==> src/rtl/kwu_defs.svh <==
`ifndef KWU_DEFS_SVH
`define KWU_DEFS_SVH

// register indices; byte address is four times the index
`define KWU_IDX_CTRL_LOW   14'h0fc4
`define KWU_IDX_CTRL_HIGH  14'h0fc5
`define KWU_IDX_SYS_CTRL   14'h0fc6
`define KWU_IDX_PULLUP     14'h0fc7
`define KWU_IDX_EVT_STAT   14'h0fc8
`define KWU_IDX_EVT_MASK   14'h0fc9
`define KWU_IDX_LIVE       14'h0fca

// reset values
`define KWU_RST_CTRL       8'h00
`define KWU_RST_SYS        2'h0
`define KWU_RST_PULLUP     8'h00
`define KWU_RST_EVT        2'h0

// system control fields
`define KWU_SYS_STOP_BIT   0
`define KWU_SYS_RELM_BIT   1

// event status fields
`define KWU_EVT_WAKE_BIT   0
`define KWU_EVT_SKIP_BIT   1

// warm-up after release
`define KWU_CLK_PERIOD_NS  25
`define KWU_WARMUP_NS      1000
`define KWU_WARMUP_CYC \
  ((`KWU_WARMUP_NS + `KWU_CLK_PERIOD_NS - 1) / `KWU_CLK_PERIOD_NS)

`endif

==> src/rtl/kwu_pkg.sv <==
package kwu_pkg;
  typedef enum logic [1:0] {
    st_run  = 2'h0,
    st_stop = 2'h1,
    st_warm = 2'h3
  } kwu_state_t;
endpackage

==> src/rtl/kwu_key_cell.sv <==
module kwu_key_cell #(
  parameter bit INVERT_PIN = 1'b0
) (
  input  wire logic enable,
  input  wire logic level_high,
  input  wire logic pin,
  output logic      at_level
);
  wire pin_seen = pin ^ INVERT_PIN;

  assign at_level = enable & (pin_seen == level_high);
endmodule

==> src/rtl/kwu_wakeup.sv <==
// The implementer's own choice: register access over APB.
`include "kwu_defs.svh"

// Notes on behaviour
// - per key enable makes it a source
// - level bit picks low or high release
// - two byte registers, enable even, level odd
// - reset clears all key bits
// - stop pin always releases in level mode, no disable; in edge mode only a rise with no key at level
// - level mode releases on pin high or key level
// - edge mode uses stop pin rising edge
// - source already active skips stop entry
// - pull-up bit enables key pull-up
module kwu_wakeup #(
  parameter int NKEYS = 8
) (
  input  wire logic              pclk,
  input  wire logic              presetn,
  input  wire logic              psel,
  input  wire logic              penable,
  input  wire logic              pwrite,
  input  wire logic [15:0]       paddr,
  input  wire logic [31:0]       pwdata,
  input  wire logic [3:0]        pstrb,
  output logic      [31:0]       prdata,
  output logic                   pready,
  output logic                   pslverr,
  input  wire logic [NKEYS-1:0]  key_wake_input,
  input  wire logic              stop_release_pin,
  output logic      [NKEYS-1:0]  pullup_enable,
  output logic                   release_request,
  output logic                   stop_active,
  output kwu_pkg::kwu_state_t    stop_state,
  output logic                   irq
);
  import kwu_pkg::*;

  localparam int WARM_D = `KWU_WARMUP_CYC;
  localparam logic [7:0] WARM_CNT = 8'(WARM_D - 1);

  // registers
  logic [7:0]       key_wake_ctrl_low;
  logic [7:0]       key_wake_ctrl_high;
  logic [1:0]       system_control_one;
  logic [7:0]       port_pullup_control;
  logic [1:0]       evt_status;
  logic [1:0]       evt_mask;
  logic             stop_pin_q;
  logic [7:0]       warm_cnt;
  kwu_state_t       state;
  kwu_state_t       next_state;

  // address decode
  wire [15:0] a_ctrl_low  = {`KWU_IDX_CTRL_LOW, 2'b00};
  wire [15:0] a_ctrl_high = {`KWU_IDX_CTRL_HIGH, 2'b00};
  wire [15:0] a_sys       = {`KWU_IDX_SYS_CTRL, 2'b00};
  wire [15:0] a_pullup    = {`KWU_IDX_PULLUP, 2'b00};
  wire [15:0] a_evt_stat  = {`KWU_IDX_EVT_STAT, 2'b00};
  wire [15:0] a_evt_mask  = {`KWU_IDX_EVT_MASK, 2'b00};
  wire [15:0] a_live      = {`KWU_IDX_LIVE, 2'b00};

  wire sel_ctrl_low  = (paddr == a_ctrl_low);
  wire sel_ctrl_high = (paddr == a_ctrl_high);
  wire sel_sys       = (paddr == a_sys);
  wire sel_pullup    = (paddr == a_pullup);
  wire sel_evt_stat  = (paddr == a_evt_stat);
  wire sel_evt_mask  = (paddr == a_evt_mask);
  wire sel_live      = (paddr == a_live);
  wire mapped = sel_ctrl_low | sel_ctrl_high | sel_sys | sel_pullup |
                sel_evt_stat | sel_evt_mask | sel_live;

  wire access = psel & penable;
  wire wr_en  = access & pwrite & mapped & pstrb[0];
  wire rd_en  = access & ~pwrite;
  wire [7:0] wdata_low = pwdata[7:0];

  assign pready  = 1'b1;
  assign pslverr = access & ~mapped;

  // key release evaluation
  // enable even, level odd
  wire [15:0] key_cfg = {key_wake_ctrl_high, key_wake_ctrl_low};
  logic [NKEYS-1:0] key_at_level;

  genvar k;
  generate
    for (k = 0; k < NKEYS; k++) begin : g_key
      kwu_key_cell #(
        .INVERT_PIN (1'b0)
      ) u_cell (
        .enable     (key_cfg[2*k]),
        .level_high (key_cfg[2*k+1]),
        .pin        (key_wake_input[k]),
        .at_level   (key_at_level[k])
      );
    end
  endgenerate

  wire key_any    = |key_at_level;
  wire level_mode = system_control_one[`KWU_SYS_RELM_BIT];
  wire stop_rise  = stop_release_pin & ~stop_pin_q;

  wire level_release = stop_release_pin | key_any;
  wire edge_release  = stop_rise & ~key_any;

  assign release_request = level_mode ? level_release : edge_release;

  // stop entry request
  // stop bit written by software
  wire stop_req = wr_en & sel_sys & (state == st_run) &
                  pwdata[`KWU_SYS_STOP_BIT];
  wire skip_entry = stop_req & level_release;

  assign stop_active = (state == st_stop);
  assign stop_state  = state;

  // state machine
  always_comb begin
    next_state = state;
    case (state)
      st_run: begin
        if (stop_req && !skip_entry) begin
          next_state = st_stop;
        end
      end
      st_stop: begin
        if (release_request) begin
          next_state = st_warm;
        end
      end
      st_warm: begin
        if (warm_cnt == 8'h00) begin
          next_state = st_run;
        end
      end
      default: begin
        next_state = st_run;
      end
    endcase
  end

  always_ff @(posedge pclk or negedge presetn) begin
    if (!presetn) begin
      state <= st_run;
    end else begin
      state <= next_state;
    end
  end

  always_ff @(posedge pclk or negedge presetn) begin
    if (!presetn) begin
      warm_cnt <= 8'h00;
    end else if (state == st_stop) begin
      warm_cnt <= WARM_CNT;
    end else if (warm_cnt != 8'h00) begin
      warm_cnt <= warm_cnt - 8'h01;
    end
  end

  always_ff @(posedge pclk or negedge presetn) begin
    if (!presetn) begin
      stop_pin_q <= 1'b0;
    end else begin
      stop_pin_q <= stop_release_pin;
    end
  end

  always_ff @(posedge pclk or negedge presetn) begin
    if (!presetn) begin
      key_wake_ctrl_low  <= `KWU_RST_CTRL;
      key_wake_ctrl_high <= `KWU_RST_CTRL;
    end else if (wr_en && sel_ctrl_low) begin
      key_wake_ctrl_low  <= pwdata[7:0];
    end else if (wr_en && sel_ctrl_high) begin
      key_wake_ctrl_high <= pwdata[7:0];
    end
  end

  // stop bit is a command; only the mode bit is stored
  always_ff @(posedge pclk or negedge presetn) begin
    if (!presetn) begin
      system_control_one <= `KWU_RST_SYS;
    end else if (wr_en && sel_sys) begin
      system_control_one[`KWU_SYS_RELM_BIT] <=
        pwdata[`KWU_SYS_RELM_BIT];
    end
  end

  always_ff @(posedge pclk or negedge presetn) begin
    if (!presetn) begin
      port_pullup_control <= `KWU_RST_PULLUP;
    end else if (wr_en && sel_pullup) begin
      port_pullup_control <= pwdata[7:0];
    end
  end
  assign pullup_enable = port_pullup_control[NKEYS-1:0];

  // events; a new event wins over the read clear
  wire       wake_evt = (state == st_warm) && (warm_cnt == 8'h00);
  wire [1:0] evt_set  = {skip_entry, wake_evt};
  wire       evt_clr  = rd_en & sel_evt_stat;
  // clear only what the read returned; a bit set at setup survives
  wire [1:0] evt_clr_bits = evt_clr ? prdata[1:0] : 2'h0;

  always_ff @(posedge pclk or negedge presetn) begin
    if (!presetn) begin
      evt_status <= `KWU_RST_EVT;
    end else begin
      evt_status <= (evt_status & ~evt_clr_bits) | evt_set;
    end
  end

  always_ff @(posedge pclk or negedge presetn) begin
    if (!presetn) begin
      evt_mask <= `KWU_RST_EVT;
    end else if (wr_en && sel_evt_mask) begin
      evt_mask <= pwdata[1:0];
    end
  end

  assign irq = |(evt_status & evt_mask);

  // read mux
  wire stop_busy = (state != st_run);
  wire [31:0] sys_rd  = {30'h0, level_mode, stop_busy};
  wire [31:0] live_rd = {11'h0, release_request, key_any,
                         stop_release_pin, key_at_level, key_wake_input,
                         state};
  wire [31:0] rd_mux =
    sel_ctrl_low  ? {24'h0, key_wake_ctrl_low}   :
    sel_ctrl_high ? {24'h0, key_wake_ctrl_high}  :
    sel_sys       ? sys_rd                       :
    sel_pullup    ? {24'h0, port_pullup_control} :
    sel_evt_stat  ? {30'h0, evt_status}          :
    sel_evt_mask  ? {30'h0, evt_mask}            :
    sel_live      ? live_rd                      :
                    32'h0;

  always_ff @(posedge pclk or negedge presetn) begin
    if (!presetn) begin
      prdata <= 32'h0;
    end else if (psel && !penable && !pwrite) begin
      prdata <= rd_mux;
    end
  end
endmodule

==> config.mk <==
export PLATFORM = sky130hd
export DESIGN_NAME = kwu_wakeup
export DESIGN_NICKNAME = d
export VERILOG_FILES = /design/src/rtl/kwu_pkg.sv /design/src/rtl/kwu_key_cell.sv /design/src/rtl/kwu_wakeup.sv
export VERILOG_INCLUDE_DIRS = /design/src /design/src/rtl
export SDC_FILE = /design/constraint.sdc
export NUM_CORES = 1
export LEC_CHECK = 0
export BUFFER_PORTS_ARGS = -buffer_cell sky130_fd_sc_hd__buf_4
export CAP_MARGIN = 25
export CORE_MARGIN = 2
export CORE_UTILIZATION = 50
export DETAILED_ROUTE_END_ITERATION = 8
export MAX_ROUTING_LAYER = met4
export PLACE_DENSITY = 0.92
export SLEW_MARGIN = 20
export SYNTH_ARGS = -nofsm -noshare
export SYNTH_HDL_FRONTEND = slang
export SYNTH_SLANG_ARGS = --single-unit
==> constraint.sdc <==
create_clock -name pclk -period 4.5 [get_ports pclk]
set_input_delay 0.45 -clock pclk [delete_from_list [all_inputs] [get_ports pclk]]
set_output_delay 0.45 -clock pclk [all_outputs]
set_load 0.005 [all_outputs]
# --- After elaboration in Yosys (flattened, before gate mapping) ---
# Index checks and enable logic that the tools add are counted.
classes:
  bitwise_logic: 37
  eq_ne: 20
  mux: 15
  reduce_logical: 21
  addsub: 1
op_table:
  columns: ["operator", "count"]
  rows:
  - ["21-bit two-way mux", 7]
  - ["16-bit by 14-bit == test with 1-bit output (second input constant)", 7]
  - ["1-bit bitwise AND", 21]
  - ["8-bit two-way mux", 2]
  - ["1-bit logical AND", 9]
  - ["1-bit == test", 8]
  - ["8-bit logical NOT", 1]
  - ["2-bit two-way mux", 4]
  - ["8-bit nonzero test", 1]
  - ["8-bit OR reduction", 1]
  - ["8-bit by 1-bit subtractor with 8-bit output (second input constant)", 1]
  - ["1-bit OR", 7]
  - ["2-bit case mux with 3 select lines", 1]
  - ["1-bit NOT", 5]
  - ["2-bit bitwise AND", 2]
  - ["2-bit inequality test (second input constant)", 2]
  - ["2-bit nonzero test", 2]
  - ["1-bit logical NOT", 3]
  - ["3-bit AND reduction", 1]
  - ["2-bit by 1-bit == test with 1-bit output (second input constant)", 1]
  - ["2-bit == test (second input constant)", 1]
  - ["2-bit logical NOT", 1]
  - ["2-bit by 1-bit inequality test with 1-bit output (second input constant)", 1]
  - ["2-bit NOT", 1]
  - ["other kinds (4)", 4]
word_totals:
  reg_bits: 72
  out_inout_bits: 47
  elab_cells: 104
  inputBits: 66

# --- Logic depth before layout (Yosys ltp) ---
depth:
  ltp_word: 17
  depth_mapped: 7
  mapped_depth_nobuf: 7

# --- Modules after synthesis ---
# A second synthesis with hierarchy kept.
hier_totals:
  hier_cells: 298
  hier_area_um2: 3149.3
by_module_without_submodules:
  columns: ["mod", "area_each_um2", "seq_area_each_um2", "instances", "cells_per_inst"]
  rows:
  - ["kwu_wakeup", 3029.2, 1526.5, 1, 282]
  - ["kwu_key_cell", 15.0, 0.0, 8, 2]

# --- Worst setup path after synthesis ---
# Ideal clock, no wire load.
synth_path:
  path_type: "in2reg"
  from: "input paddr[5]"
  to: "register key_wake_ctrl_high[0]"
  arrival_ps: 2131
  path_stages: 6
  path_slack_ps: 2244
  path_buffers: 2
  setup_time_ps: 125
  required_ps: 4375
  cell_sequence: "or4b_1 -> buf_2 -> nor4_4 -> nor2b_1 -> buf_6 -> mux2_4"
synth_between:
  elab_chain_cells: 12
  elab_cells_between_ends: 19
  cone_classes: "eq/ne (7); bitwise (9); reduce/logical (3)"
synth_lines:
  columns: ["item", "line_no", "rtl"]
  rows:
  - ["from (decl)", "kwu_wakeup.sv:22", "input wire logic [15:0] paddr,"]
  - ["16-bit by 14-bit == test with 1-bit output, on equally long branches", "kwu_wakeup.sv:62, kwu_wakeup.sv:63", null]
  - ["1-bit OR (4 in series)", "kwu_wakeup.sv:69", "wire mapped = sel_ctrl_low | sel_ctrl_high | sel_sys | sel_pullup |"]
  - ["1-bit OR (2 in series)", "kwu_wakeup.sv:70", "sel_evt_stat | sel_evt_mask | sel_live;"]
  - ["1-bit bitwise AND (2 in series)", "kwu_wakeup.sv:73", "wire wr_en = access & pwrite & mapped & pstrb[0];"]
  - ["1-bit logical AND", "kwu_wakeup.sv:172", "end else if (wr_en && sel_ctrl_low) begin"]
  - ["1-bit NOT (no source line)", null, null]
  - ["2-bit AND reduction (no source line) *", null, null]
  - ["to (signal assigned)", "kwu_wakeup.sv:171", "key_wake_ctrl_high <= `KWU_RST_CTRL;"]
  - ["to (signal assigned)", "kwu_wakeup.sv:175", "key_wake_ctrl_high <= pwdata[7:0];"]
  - ["to (decl)", "kwu_wakeup.sv:43", "logic [7:0] key_wake_ctrl_high;"]
# Every way passes the cells marked *; elsewhere a longest branch is shown, timed or not.
# A chain may end at the register's enable or synchronous reset.

# --- Worst setup path in the final report ---
layout_path:
  from: "input paddr[5]"
  to: "register key_wake_ctrl_high[1]"
# Same word-level chain as after synthesis.

==> impl_metrics.tcl <==
set metrics [dict create \
    relSlewSlack_pct 32.3 \
    fin_crit_sh_pct 61.7 \
    tns_ns 0 \
    critPathLaunchType "input port" \
    grt_util_met3_pct 3.93 \
    drv_cap 0 \
    grt_pass1_wl_mm 12.9 \
    cts_max_path_buffers 2 \
    drv_slew 0 \
    crit_buf_inv 1 \
    ys_seq_area_share_pct 46.9 \
    ir_worst_vdd_uv 244 \
    fin_cells 462 \
    hpwl_mm 5.84 \
    gp_congestion 0.857 \
    root_buffer "clkbuf_8" \
    dr.pass1.iters 5 \
    ant_nets 0 \
    fill_cells 499 \
    cts_hold_buf 0 \
    crit_chain "buf_4 > or4b_1 > nor4_4 > nor2b_1 > mux2_4" \
    grt_busiest_layer "met2" \
    status "finished, final reports clean" \
    postSynthAreaPerCell_um2 10.5 \
    grtUsageTotal_pct 23.3 \
    synth_edf_count 0 \
    drc 0 \
    avgViaCountPerCell 5.90 \
    power_density_mw_per_mm2 329 \
    placed_cells 446 \
    start_util_pct 51.6 \
    hold_viol 0 \
    synth_area_mm2 0.00326 \
    wl_per_cell_um 16.9 \
    diodes 0 \
    die_w_um 84.7 \
    cts_tree "built" \
    power.leakage_nw 1.79 \
    worst_setup_path_end_kind "flop" \
    die_area_mm2 0.00717 \
    layout_common_cells "buf_4, dfrtp_1, nand2_1, nand3_1, conb_1" \
    power.total_mw 1.30 \
    layout.cells.most_common "buf_4" \
    numCtsBuffers 9 \
    worst-path-max-fanout 9 \
    num_rows 29 \
    drive_gt1_share_pct 30.9 \
    finalSetupViolations 0 \
    tightest_slew_ns 1.01 \
    yosysWarnings 0 \
    overflow 0 \
    slowest_stage "nor2b_1" \
    syn_to_final_growth_pct 21.8 \
    io_pins 113 \
    core_area_mm2 0.00631 \
    ys_types 56 \
    cts_setup_buffers 0 \
    clock-sinks 61 \
    ctsResizeCount 0 \
    worst-path-stages 5 \
    vias 2727 \
    hold_class "input port to async pin" \
    ys_ff_latch 61 \
    synth_flop_cell "dfrtp_1" \
    synth_cells 309 \
    cts.reportedPaths.clkPinSlew_ns 0.07 \
    globalRouteMet2Util_pct 37.7 \
    grt_max_degree 62 \
    antenna_found_initial 0 \
    met1_usage_pct 29.2 \
    max_stage_delay_ns 0.87 \
    path_delay_family "simple AND/OR/NAND/NOR gates" \
    cp.arrival_ns 3.00 \
    worstPathRequired_ns 4.72 \
    finalNetCount 447 \
    async_reset_ff_share_pct 100 \
    first_iter_violations 203 \
    numPortBuffers 73 \
    grt_pass1_vias 2682 \
    rsz0062_at_grt "false" \
    routed_wl_mm 7.82 \
    fin_skew_ns 0.00754 \
    r2r_cells 5 \
    critPathKind "input port to flop" \
    die_h_um 84.7 \
    fin_crit_ns 2.78 \
    fmax_mhz 360 \
    htreeDepth 3 \
    worstSkewPairLatency_ns 0.34 \
]
synth_stat cells (3+ instances only):
library cell  instances  area (µm²)
xnor2_1              10        87.6
or3_1                 3        18.8
nand3_1              14        70.1
mux2_1               11         124
buf_4                13        97.6
a211oi_1              3        22.5
a21oi_1               7        35.0
nand2_1              40         150
inv_1                 4        15.0
a31oi_1               7        43.8
nor2_1               11        41.3
nor4_2                3        37.5
nand3b_1              6        45.0
nand2b_1              3        18.8
a22oi_1              10        75.1
mux2_2                9         101
o22ai_1               8        50.1
or4b_1                4        40.0
dfrtp_1              61        1530
nor2b_1               4        25.0
or4_1                 4        30.0
buf_2                 3        15.0
nor3_1                7        35.0
o21ai_1               8        40.0
nand4_1               3        18.8
clkbuf_1              6        22.5
mux2_4                8         120
layout make-up:
| class | count | area [µm²] | area share, % |
|---|---|---|---|
| timing repair buffer | 74 | 556 | 14.0 |
| inverter | 4 | 15.0 | 0.379 |
| sequential | 61 | 1530 | 38.5 |
| clock inverter | 4 | 22.5 | 0.568 |
| tap | 77 | 96.3 | 2.43 |
| multi-input combinational | 230 | 1590 | 40.2 |
| clock buffer | 12 | 155 | 3.91 |
per-layer routing:
metal	part of all wire [%]	wire length (µm)
met1	41	3230
met2	50	3880
met3	7.0	545
met4	2.1	165
met5	0	0
through the flow:
stage	hold WS [ns]	area, µm²	util, %	setup slack [ns]
2_1_floorplan	0.154	3290	-	2.24
3_3_place_gp	0.454	3790	60.0	1.39
3_5_place_dp	0.458	3790	60.0	1.39
4_1_cts	0.206	3970	62.8	1.75
5_1_grt	0.235	3970	62.8	1.63
6_report	0.173	3970	62.8	1.72
worst reg2reg max path, delay by kind of cell (launching register included):
| family | cells | cell delay, ns |
|---|---|---|
| AND/OR/NAND/NOR | 4 | 1.37 |
| flip-flops | 1 | 0.43 |
| XOR/XNOR | 1 | 0.16 |
where the power goes:
group / switching (mW) / leakage [nW] / internal [mW]
Combinational: 0.113 / 0.877 / 0.110
Clock: 0.214 / 0.0921 / 0.227
Sequential: 0.0445 / 0.819 / 0.597
worst paths after layout:
kind,from,endpoint,slack [ns]
setup / recovery,paddr[5],key_wake_ctrl_high[1],1.72
hold / removal,presetn,pullup_enable[3],0.17
setup reg to reg,warm_cnt[2],warm_cnt[2],2.42
hold reg to reg,prdata[9],prdata[9],0.47
max in group asynchronous,presetn,prdata[20],3.82
min in group pclk,stop_release_pin,stop_pin_q,0.24
cell families after synthesis:
| group | synth area share (%) |
|---|---|
| flops | 46.9 |
| simple gates | 22.1 |
| compound gates | 11.5 |
| buf+inv | 5.30 |
| xor+xnor | 2.96 |
| mux | 10.6 |
| fa+ha+maj | 0.384 |
| other cells | 0.231 |
registers in the layout, indices dropped and copies added (netlist names):
name / flops
prdata: 21
key_wake_ctrl_high: 8
key_wake_ctrl_low: 8
pullup_enable: 8
warm_cnt: 8
evt_mask: 2
evt_status: 2
stop_state: 2
level_mode: 1
stop_pin_q: 1
Power figures use the tool's default switching activity.
